$ cat config.mk
export PLATFORM = sky130hd
export DESIGN_NAME = jesd_transport_mode_mapper
export DESIGN_NICKNAME = d
export VERILOG_FILES = /design/src/hw/mode_mapper_pkg.sv /design/src/hw/jesd_transport_mode_mapper.sv
export SDC_FILE = /design/constraint.sdc
export NUM_CORES = 1
export LEC_CHECK = 0
export BUFFER_PORTS_ARGS = -buffer_cell sky130_fd_sc_hd__buf_2
export CAP_MARGIN = 25
export CORE_AREA = 4 4 306 308
export DETAILED_ROUTE_END_ITERATION = 10
export DIE_AREA = 0 0 310 312
export PLACE_DENSITY = 0.5
export SETUP_SLACK_MARGIN = 0.02
export SYNTH_ARGS = -nofsm -noshare
export SYNTH_HDL_FRONTEND = slang
export SYNTH_SLANG_ARGS = --single-unit
$ cat constraint.sdc
create_clock -name clk_i -period 17 [get_ports clk_i]
set_input_delay 5.1 -clock clk_i [delete_from_list [all_inputs] [get_ports clk_i]]
set_output_delay 5.1 -clock clk_i [all_outputs]
set_load 0.02 [all_outputs]
$ cat src/hw/mode_mapper_pkg.sv
package mode_mapper_pkg;

    // register indices on the plain register port
    localparam logic [3:0] MODE_OFFSET = 4'h0;
    localparam logic [3:0] MFLEN_OFFSET = 4'h1;
    localparam logic [3:0] DEVID_OFFSET = 4'h2;
    localparam logic [3:0] CTRL_OFFSET = 4'h3;
    localparam logic [3:0] THR0_OFFSET = 4'h4;
    localparam logic [3:0] THR1_OFFSET = 4'h5;
    localparam logic [3:0] STATUS_OFFSET = 4'h6;
    localparam logic [3:0] CFG_OFFSET = 4'h7;
    localparam logic [3:0] KOUT_OFFSET = 4'h8;

    localparam int CTRL_ENABLE_BIT = 0;

    localparam logic [6:0] MODE_RESET = 7'h3b;
    localparam logic [7:0] MFLEN_RESET = 8'h1f;
    localparam logic [7:0] DEVID_RESET = 8'h00;
    localparam logic [14:0] THR_RESET = 15'h7fff;

    localparam int LANES_PER_LINK = 8;
    localparam int LANE_COUNT = 16;
    localparam int WORD_BITS = 16;
    localparam int LANE_BITS = 32;
    localparam logic [8:0] K_MAX = 9'h100;

    typedef enum logic [1:0] {
        LINK_OFF = 2'b00,
        LINK_INIT = 2'b01,
        LINK_RUN = 2'b11
    } link_state_type;

    typedef struct packed {
        logic valid;
        logic [5:0] decim;
        logic dual;
        logic [2:0] lanes;
        logic enc66;
        logic [2:0] octets;
        logic [1:0] emb;
        logic [8:0] kmin;
        logic [3:0] kstep;
        logic [7:0] ratio_x32;
    } mode_cfg_type;

    typedef struct packed {
        logic [14:0] i;
        logic [14:0] q;
    } sample_pair_type;

    typedef struct packed {
        logic [7:0] dev_id;
        logic [8:0] k_frames;
        mode_cfg_type cfg;
    } link_cfg_type;

    // per-mode transport table; ratio is bit rate over clock in 1/32 units
    function automatic mode_cfg_type mode_lookup(input logic [6:0] m);
        mode_cfg_type c;
        c = '0;
        case (m)
            7'h3b: c = '{1'b1, 6'h10, 1'b1, 3'h1, 1'b1, 3'h4, 2'h1, 9'h0, 4'h0, 8'h42};
            7'h3c: c = '{1'b1, 6'h10, 1'b1, 3'h2, 1'b1, 3'h2, 2'h1, 9'h0, 4'h0, 8'h21};
            7'h3d: c = '{1'b1, 6'h10, 1'b0, 3'h1, 1'b0, 3'h2, 2'h0, 9'h10, 4'h8, 8'h50};
            7'h3e: c = '{1'b1, 6'h10, 1'b0, 3'h2, 1'b0, 3'h2, 2'h0, 9'h10, 4'h8, 8'h28};
            7'h3f: c = '{1'b1, 6'h10, 1'b0, 3'h4, 1'b0, 3'h2, 2'h0, 9'h10, 4'h8, 8'h14};
            7'h40: c = '{1'b1, 6'h10, 1'b0, 3'h1, 1'b1, 3'h2, 2'h1, 9'h0, 4'h0, 8'h42};
            7'h41: c = '{1'b1, 6'h10, 1'b0, 3'h2, 1'b1, 3'h2, 2'h1, 9'h0, 4'h0, 8'h21};
            7'h42: c = '{1'b1, 6'h20, 1'b1, 3'h1, 1'b0, 3'h4, 2'h0, 9'h8, 4'h4, 8'h28};
            7'h43: c = '{1'b1, 6'h20, 1'b1, 3'h2, 1'b0, 3'h2, 2'h0, 9'h10, 4'h8, 8'h14};
            7'h44: c = '{1'b1, 6'h20, 1'b1, 3'h1, 1'b1, 3'h4, 2'h1, 9'h0, 4'h0, 8'h21};
            7'h45: c = '{1'b1, 6'h20, 1'b0, 3'h1, 1'b0, 3'h2, 2'h0, 9'h10, 4'h8, 8'h28};
            7'h46: c = '{1'b1, 6'h20, 1'b0, 3'h2, 1'b0, 3'h2, 2'h0, 9'h10, 4'h8, 8'h14};
            7'h47: c = '{1'b1, 6'h20, 1'b0, 3'h1, 1'b1, 3'h2, 2'h1, 9'h0, 4'h0, 8'h21};
            default: c = '0;
        endcase
        return c;
    endfunction

endpackage

$ cat src/hw/jesd_transport_mode_mapper.sv
// Summary of operation
// - only listed modes are valid; any other select value disables the links
// - mode 59: dec16, dual, one lane, 64b/66b, four octets, E one, ratio 2.0625
// - mode 60: dec16, dual, two lanes, 64b/66b, two octets, E one, ratio 1.03125
// - modes 61-63: dec16 single 8b/10b, 1/2/4 lanes, K 16 to 256 step 8
// - modes 64-65: dec16 single 64b/66b two octets, one or two lanes
// - modes 66-67: dec32 dual 8b/10b, one or two lanes, K ranges differ
// - mode 68: dec32, dual, one lane, 64b/66b, four octets, E one, 1.03125
// - modes 69-70: dec32 single 8b/10b two octets, one or two lanes
// - mode 71: dec32, single, one lane, 64b/66b, two octets, ratio 1.03125
// - decimated sample words are 15 data bits plus one overrange bit
// - 64b/66b frame count K is derived as 256 times E over F
// - 8b/10b K comes from the programmed field and must respect mode range
// - converter count per link equals lanes so samples go out in time order, except dual one-lane modes, which put I and Q on one lane
// - sixteen lanes form two eight-lane links, both always used
// - only lowest lanes of each link run, higher lanes power down
// - link A carries the programmed device id, link B that plus one
// - undecimated 12-bit samples go out in offset binary
// - all tail bits are zero
// - samples are sent most significant bit first
// - channel A first overrange flag set above threshold zero, in dual modes only
// - second overrange flag per channel set above threshold one
`timescale 1ns/1ns
module jesd_transport_mode_mapper
    import mode_mapper_pkg::*;
(
    input wire logic clk_i,
    input wire logic rst_i,
    input wire logic [3:0] reg_addr_i,
    input wire logic [15:0] reg_wdata_i,
    input wire logic reg_write_i,
    input wire logic reg_read_i,
    output logic [15:0] reg_rdata_o,
    input wire sample_pair_type chan_a_i,
    input wire sample_pair_type chan_b_i,
    input wire logic sample_valid_i,
    output logic [LANE_COUNT-1:0] lane_enable_o,
    output logic [LANE_COUNT-1:0][2:0] lane_identifier_o,
    output logic [LANE_COUNT-1:0][LANE_BITS-1:0] lane_data_o,
    output logic frame_valid_o,
    output link_cfg_type link_a_cfg_o,
    output link_cfg_type link_b_cfg_o,
    output logic link_restart_o,
    output logic chan_a_over_flag_first_o,
    output logic chan_a_over_flag_second_o,
    output logic chan_b_over_flag_first_o,
    output logic chan_b_over_flag_second_o
);

    logic [6:0] operating_mode_select;
    logic [6:0] active_mode;
    logic [7:0] multiframe_length_field;
    logic [7:0] device_identifier_field;
    logic link_enable;
    logic [14:0] overrange_threshold_zero;
    logic [14:0] overrange_threshold_one;
    link_state_type state;
    link_state_type next_state;
    logic [1:0] fill_count;
    logic [2:0][WORD_BITS-1:0] hold_a;
    logic [2:0][WORD_BITS-1:0] hold_b;

    function automatic logic [14:0] magnitude(input logic [14:0] s);
        return s[14] ? 15'(~s + 15'h0001) : s;
    endfunction

    // overrange bit rides in the lsb so the sample itself leaves msb first
    function automatic logic [WORD_BITS-1:0] fmt_word(input logic [14:0] s,
                                                      input logic flag,
                                                      input logic bypass);
        logic [WORD_BITS-1:0] w;
        w = {s, flag};
        if (bypass) begin
            w = {~s[14], s[13:3], 4'h0};
        end
        return w;
    endfunction

    wire mode_cfg_type cfg = mode_lookup(active_mode);
    wire mode_cfg_type pending_cfg = mode_lookup(operating_mode_select);
    wire bypass = (cfg.decim == 6'h01);

    // 64b/66b K is fixed by E and F; the programmed field is ignored there
    wire [8:0] k_base = {cfg.emb[0], 8'h00};
    wire [8:0] k_derived = (cfg.octets == 3'h4) ? (k_base >> 2) : (k_base >> 1);
    wire [8:0] k_programmed = 9'({1'b0, multiframe_length_field} + 9'h001);
    wire [8:0] k_effective = cfg.enc66 ? k_derived : k_programmed;
    wire [8:0] k_offset = 9'(k_programmed - cfg.kmin);
    wire k_step_bad = (cfg.kstep == 4'h8) ? (k_offset[2:0] != 3'h0) : (k_offset[1:0] != 2'h0);
    wire k_range_bad = !cfg.enc66 && cfg.valid
                       && ((k_programmed < cfg.kmin) || (k_programmed > K_MAX) || k_step_bad);

    wire mode_ok = cfg.valid && !k_range_bad;
    wire links_up = (state == LINK_RUN);

    // registers
    wire wr_mode = reg_write_i && (reg_addr_i == MODE_OFFSET);
    wire wr_mflen = reg_write_i && (reg_addr_i == MFLEN_OFFSET);
    wire wr_devid = reg_write_i && (reg_addr_i == DEVID_OFFSET);
    wire wr_ctrl = reg_write_i && (reg_addr_i == CTRL_OFFSET);
    wire wr_thr0 = reg_write_i && (reg_addr_i == THR0_OFFSET);
    wire wr_thr1 = reg_write_i && (reg_addr_i == THR1_OFFSET);

    always_ff @(posedge clk_i or posedge rst_i) begin
        if (rst_i) begin
            operating_mode_select <= MODE_RESET;
            multiframe_length_field <= MFLEN_RESET;
            device_identifier_field <= DEVID_RESET;
            link_enable <= 1'b0;
            overrange_threshold_zero <= THR_RESET;
            overrange_threshold_one <= THR_RESET;
        end else begin
            if (wr_mode) begin
                operating_mode_select <= reg_wdata_i[6:0];
            end
            if (wr_mflen) begin
                multiframe_length_field <= reg_wdata_i[7:0];
            end
            if (wr_devid) begin
                device_identifier_field <= reg_wdata_i[7:0];
            end
            if (wr_ctrl) begin
                link_enable <= reg_wdata_i[CTRL_ENABLE_BIT];
            end
            if (wr_thr0) begin
                overrange_threshold_zero <= reg_wdata_i[14:0];
            end
            if (wr_thr1) begin
                overrange_threshold_one <= reg_wdata_i[14:0];
            end
        end
    end

    wire mode_pending = (operating_mode_select != active_mode);
    wire [15:0] status_word = {5'h0, k_range_bad, cfg.valid, mode_pending, state,
                               active_mode[5:0]};
    wire [15:0] cfg_word = {cfg.enc66, cfg.dual, cfg.lanes, cfg.octets, cfg.ratio_x32};
    wire [15:0] kout_word = {7'h0, k_effective};

    logic [15:0] read_mux;
    always_comb begin
        case (reg_addr_i)
            MODE_OFFSET: read_mux = {9'h0, operating_mode_select};
            MFLEN_OFFSET: read_mux = {8'h0, multiframe_length_field};
            DEVID_OFFSET: read_mux = {8'h0, device_identifier_field};
            CTRL_OFFSET: read_mux = {15'h0, link_enable};
            THR0_OFFSET: read_mux = {1'b0, overrange_threshold_zero};
            THR1_OFFSET: read_mux = {1'b0, overrange_threshold_one};
            STATUS_OFFSET: read_mux = status_word;
            CFG_OFFSET: read_mux = cfg_word;
            KOUT_OFFSET: read_mux = kout_word;
            default: read_mux = 16'h0000;
        endcase
    end

    always_ff @(posedge clk_i or posedge rst_i) begin
        if (rst_i) begin
            reg_rdata_o <= 16'h0000;
        end else if (reg_read_i) begin
            reg_rdata_o <= read_mux;
        end
    end

    // link sequencing: a mode change is only adopted while both links are off
    always_comb begin
        next_state = state;
        case (state)
            LINK_OFF: begin
                if (link_enable && pending_cfg.valid && !mode_pending) begin
                    next_state = LINK_INIT;
                end
            end
            LINK_INIT: next_state = link_enable ? LINK_RUN : LINK_OFF;
            LINK_RUN: begin
                if (!link_enable || !mode_ok) begin
                    next_state = LINK_OFF;
                end
            end
            default: next_state = LINK_OFF;
        endcase
    end

    always_ff @(posedge clk_i or posedge rst_i) begin
        if (rst_i) begin
            state <= LINK_OFF;
            active_mode <= MODE_RESET;
            link_restart_o <= 1'b0;
        end else begin
            state <= next_state;
            link_restart_o <= (state == LINK_OFF) && (next_state == LINK_INIT);
            if (state == LINK_OFF) begin
                active_mode <= operating_mode_select;
            end
        end
    end

    // overrange detection on both I and Q magnitudes
    wire [14:0] mag_ai = magnitude(chan_a_i.i);
    wire [14:0] mag_aq = magnitude(chan_a_i.q);
    wire [14:0] mag_bi = magnitude(chan_b_i.i);
    wire [14:0] mag_bq = magnitude(chan_b_i.q);
    wire [14:0] peak_a = (mag_ai > mag_aq) ? mag_ai : mag_aq;
    wire [14:0] peak_b = (mag_bi > mag_bq) ? mag_bi : mag_bq;
    wire flag_a0 = cfg.dual && (peak_a > overrange_threshold_zero);
    wire flag_a1 = peak_a > overrange_threshold_one;
    wire flag_b0 = peak_b > overrange_threshold_zero;
    wire flag_b1 = peak_b > overrange_threshold_one;

    always_ff @(posedge clk_i or posedge rst_i) begin
        if (rst_i) begin
            chan_a_over_flag_first_o <= 1'b0;
            chan_a_over_flag_second_o <= 1'b0;
            chan_b_over_flag_first_o <= 1'b0;
            chan_b_over_flag_second_o <= 1'b0;
        end else if (sample_valid_i) begin
            chan_a_over_flag_first_o <= flag_a0;
            chan_a_over_flag_second_o <= flag_a1;
            chan_b_over_flag_first_o <= flag_b0;
            chan_b_over_flag_second_o <= flag_b1;
        end
    end

    // dual: link A carries channel A I/Q, link B channel B I/Q
    // single: link A carries I, link B carries Q, spread over lanes in time order
    wire [WORD_BITS-1:0] word_ai = fmt_word(chan_a_i.i, flag_a0, bypass);
    wire [WORD_BITS-1:0] word_aq = fmt_word(chan_a_i.q, flag_a1, bypass);
    wire [WORD_BITS-1:0] word_bi = fmt_word(chan_b_i.i, flag_b0, bypass);
    wire [WORD_BITS-1:0] word_bq = fmt_word(chan_b_i.q, flag_b1, bypass);
    wire [1:0] last_slot = 2'(cfg.lanes - 3'h1);
    wire take = links_up && sample_valid_i;
    wire frame_done = take && (cfg.dual || (fill_count == last_slot));

    always_ff @(posedge clk_i or posedge rst_i) begin
        if (rst_i) begin
            fill_count <= 2'h0;
            hold_a <= '0;
            hold_b <= '0;
        end else if (!links_up || frame_done) begin
            fill_count <= 2'h0;
        end else if (take) begin
            hold_a[fill_count] <= word_ai;
            hold_b[fill_count] <= word_aq;
            fill_count <= 2'(fill_count + 2'h1);
        end
    end

    // word k of a group goes to lane k, so no lane waits on another
    logic [LANE_COUNT-1:0][LANE_BITS-1:0] next_lane_data;
    always_comb begin
        next_lane_data = '0;
        if (cfg.dual && cfg.lanes == 3'h1) begin
            next_lane_data[0] = {word_ai, word_aq};
            next_lane_data[LANES_PER_LINK] = {word_bi, word_bq};
        end else if (cfg.dual) begin
            next_lane_data[0] = {word_ai, 16'h0000};
            next_lane_data[1] = {word_aq, 16'h0000};
            next_lane_data[LANES_PER_LINK] = {word_bi, 16'h0000};
            next_lane_data[LANES_PER_LINK+1] = {word_bq, 16'h0000};
        end else begin
            for (int k = 0; k < 3; k++) begin
                if (k < int'(last_slot)) begin
                    next_lane_data[k] = {hold_a[k], 16'h0000};
                    next_lane_data[LANES_PER_LINK+k] = {hold_b[k], 16'h0000};
                end
            end
            next_lane_data[last_slot] = {word_ai, 16'h0000};
            next_lane_data[LANES_PER_LINK+int'(last_slot)] = {word_aq, 16'h0000};
        end
    end

    always_ff @(posedge clk_i or posedge rst_i) begin
        if (rst_i) begin
            lane_data_o <= '0;
            frame_valid_o <= 1'b0;
        end else begin
            frame_valid_o <= frame_done;
            if (frame_done) begin
                lane_data_o <= next_lane_data;
            end
        end
    end

    // lanes and identifiers
    always_comb begin
        for (int n = 0; n < LANE_COUNT; n++) begin
            lane_identifier_o[n] = 3'(n % LANES_PER_LINK);
            lane_enable_o[n] = (state != LINK_OFF) && cfg.valid
                               && ((n % LANES_PER_LINK) < int'(cfg.lanes));
        end
    end

    always_comb begin
        link_a_cfg_o.dev_id = device_identifier_field;
        link_a_cfg_o.k_frames = k_effective;
        link_a_cfg_o.cfg = cfg;
        link_b_cfg_o.dev_id = 8'(device_identifier_field + 8'h01);
        link_b_cfg_o.k_frames = k_effective;
        link_b_cfg_o.cfg = cfg;
    end

endmodule

==> impl_metrics.py <==
metrics = {
    "outcome": {
        "run_status": "finished, final reports clean",
    },
    "yosys": {
        "ys_seq_elements": 343,
        "post_synth_num_cell_types": 76,
        "post_synth_most_frequent_cells": "buf_4, nand2_1, dfrtp_1",
        "synthTopCellsByArea": "dfrtp_1, buf_4, ha_1, mux2_4, dfstp_2",
        "syn-mean-instance-area_sq_um": 9.22,
        "synth_area_sq_mm": 0.0240,
        "synthesis.yosys.warnings": 0,
        "ys.flop_type": "dfrtp_1",
        "syn_inst": 2601,
        "ys_async_sr_fraction_pct": 100,
        "netlist.area_leader.share_pct": 31.1,
        "yosys.cell_count.top_type": "buf_4",
        "seq_area_frac_synth_pct": 36.0,
        "synth_largest_area_cell": "dfrtp_1",
        "synth_enable_flop_cells": 0,
    },
    "critical_path": {
        "slack_of_the_worst_reg_to_reg_path_ns": 12.30,
        "timing.critical_path.required_ns": 17.52,
        "worst-setup-path-type": "in2reg",
        "critPathArrivalTime_ns": 10.84,
        "worst_r2r_startpoint": "active_mode[2]$_DFFE_PP0P_",
        "timing.critical_path.fanout_max": 13,
        "r2r_end": "lane_data_o[17]$_DFFE_PP0P_",
        "critPathCaptureType": "flip-flop",
        "worst_setup_path_start_kind": "input pin",
        "worst_r2r_path_depth": 10,
    },
    "cells_and_area": {
        "filler_cell_count_in_the_final_layout": 9765,
        "layout.cells.non_filler": 4048,
        "multi_input_comb_area_sq_mm": 0.0123,
        "drive_above_1_share_pct": 23.2,
        "area_growth_pct": 9.13,
        "storage_cell_area_sq_mm": 0.00864,
        "final_design_area_no_fill_sq_mm": 0.0262,
        "final_nets": 3012,
    },
    "cts": {
        "cts_resized": 0,
        "cts.reportedPaths.clkPinSlew_ns": 0.06,
        "max-clock-path-buffers": 3,
        "clk_root_buffer_cell": "clkbuf_16",
        "clock_sink_count": 343,
        "post_cts_hold_buffer_count": 0,
        "clk-insertion-delay-late_ns": 0.60,
        "post_cts.repair.setup_buffers": 0,
        "cts_tree": "built",
        "htree_num_levels": 2,
        "cts_inserted_buffers": 43,
    },
    "placed_design": {
        "dp.final_hpwl_um": 60300,
        "post-place-cells": 3961,
        "cell_area_placed_sq_mm": 0.0247,
        "input_output_buffers": 351,
        "pre_cts_slack_ns": 6.02,
        "finalWeightedCongestion": 0.845,
    },
    "drt": {
        "initialDrtViolationCount": 1118,
        "totalWireLength_um": 82400,
        "via_per_inst": 4.44,
        "route.detailed.drc": 0,
        "route.detailed.wl_per_inst_um": 20.4,
        "route.vias.total": 17991,
        "number_of_iterations_in_the_first_detailed_routing_pass": 5,
        "number_of_nets_still_failing_antenna_checks_after_routing": 0,
    },
    "grt": {
        "met1_layer_usage_reported_by_global_route_pct": 21.3,
        "globalRouteTotalUtil_pct": 16.2,
        "antenna_found_initial": 27,
        "global_route.usage.met3_pct": 4.10,
        "grt-busiest-layer": "met2",
        "number_of_global_route_vias_before_repair": 16698,
        "pin_count_of_the_biggest_net_entering_global_routing": 232,
        "grt_util_met2_pct": 26.6,
        "grt_first_pass_wirelength_um": 118000,
        "grt_overflow_total": 0,
    },
    "min_path": {
        "timing.hold.worst_path_depth": 2,
        "min-delay-path-class": "reg2reg",
        "holdCritStartpoint": "lane_data_o[286]$_DFFE_PP0P_",
        "worst_hold_path.endpoint": "lane_data_o[286]$_DFFE_PP0P_",
    },
    "pwr": {
        "pwr_density_cell_mw_per_mm2": 100,
        "standby_leakage_power_nw": 13.2,
        "power.ir.vdd_worst_mv": 0.0688,
    },
    "job": {
        "drv_cap": 0,
    },
    "floorplanning": {
        "design.portCount": 793,
        "die_width_um": 310,
        "floorplan.initialDensity_pct": 26.3,
        "core_area_sq_mm": 0.0911,
        "fp.dieArea_sq_mm": 0.0967,
        "die_y_um": 312,
        "fp-row-count": 111,
    },
    "sta": {
        "maxSlewViolCount": 0,
        "hold_vio_cnt_final": 0,
        "final.min_clock_period_ns": 10.32,
        "peak_freq_ghz": 0.0969,
        "final.setup_skew_ns": 0.0411,
        "tightestPinTransition_ns": 1.09,
        "rsz0062_at_grt": "false",
        "tns_ns": 0,
        "final_min_period_over_clock_period_pct": 60.7,
        "setup_viol_count_final": 0,
        "timing.final.ws_setup_ns": 6.68,
        "headroom_to_the_max_slew_limit_pct": 27.0,
    },
}
[cell families (layout without fill, tap and decap cells)]
kind of cell,Yosys count,after routing,synth area share (%)
buf+inv,732,549,19.8
simple gates,617,617,11.8
compound gates,501,501,12.5
flops,343,343,36.0
mux,231,231,11.8
fa+ha+maj,105,105,5.48
xor+xnor,70,70,2.56
other cells,2,446,0.0313
[worst max-delay path by stage]
stage                     slack (ns)  cells past startpoint                            to   startpoint
final                           6.68                     21  lane_data_o[304]$_DFFE_PP0P_  chan_a_i[2]
after global placement          6.01                     21  lane_data_o[304]$_DFFE_PP0P_  chan_a_i[2]
after CTS                       6.65                     21  lane_data_o[304]$_DFFE_PP0P_  chan_b_i[0]
after floorplan                 2.47                      1    active_mode[2]$_DFFE_PP0P_        rst_i
after detailed placement        6.02                     21  lane_data_o[304]$_DFFE_PP0P_  chan_b_i[0]
after global routing            6.29                     21  lane_data_o[304]$_DFFE_PP0P_  chan_a_i[2]
[cell usage in the layout (no fill, tap or decap), types with 87 or more instances in the layout]
| cell | synthesis | final |
|---|---|---|
| inv_1 | 94 | 93 |
| dfrtp_1 | 298 | 298 |
| buf_2 | 19 | 351 |
| o21ai_0 | 191 | 191 |
| a21oi_1 | 140 | 140 |
| nand2_1 | 310 | 310 |
| nor2_1 | 120 | 119 |
| conb_1 | 2 | 440 |
| mux2_4 | 87 | 87 |
| ha_1 | 105 | 103 |
[per-stage QoR]
step / hold WS (ns) / power [mW] / utilization (%)
final: 0.470 / 2.62 / 28.7
after global routing: 0.491 / 2.76 / 28.7
after CTS: 0.475 / 2.65 / 28.7
after detailed placement: 0.463 / 1.72 / 27.1
after global placement: 0.457 / 1.71 / 27.1
after floorplan: 0.464 / 1.56 / -
[critical path, cell delays in order]
cell and delay [ns]:
buf_2 0.27, nor3_1 0.42, nand3_1 0.18, o21ai_0 0.50, nand2_1 0.13, xnor2_1 0.17
ha_1 0.32, nand2_1 0.08, or3_1 0.45, o41ai_4 0.57, buf_4 0.32, mux2i_1 0.36
ha_1 0.21, nand2_1 0.10, nor4_1 0.34, o31ai_1 0.15, a31oi_1 0.28, buf_4 0.30
a221oi_1 0.12, a211o_1 0.29, o21ai_0 0.13
[metal layers]
layer	share of wire, %	vias up
li1	-	8408
met1	43	8807
met2	47	626
met3	7.2	124
met4	2.5	26
met5	0.19	-
[power breakdown]
| part | switching [mW] | internal [mW] | leakage (nW) | total (mW) |
|---|---|---|---|---|
| Clock | 0.389 | 0.521 | 0.678 | 0.909 |
| Sequential | 0.0646 | 0.877 | 4.60 | 0.942 |
| Combinational | 0.532 | 0.234 | 7.88 | 0.766 |
| Total | 0.985 | 1.63 | 13.2 | 2.62 |
[final cells by class]
| cell class | instances | area share, % |
|---|---|---|
| multi-input cells | 1964 | 47.0 |
| flip-flops and latches | 343 | 33.0 |
| repair buffers | 375 | 7.58 |
| well taps | 1186 | 5.67 |
| clock buffers | 66 | 4.87 |
| inverters | 95 | 1.39 |
| clock inverters | 13 | 0.454 |
| diodes | 6 | 0.0574 |
[sequential cells by signal (all words and copies together), names as in the netlist, 2 cells and up]
register and flops:
operating_mode_select 7, active_mode 7, fill_count 2, multiframe_length_field 8, device_identifier_field 8, reg_rdata_o 16, overrange_threshold_zero 15, lane_data_o 160
hold_a 48, overrange_threshold_one 15, state 2, hold_b 48
Note: power is estimated with default switching activity, not from simulation.
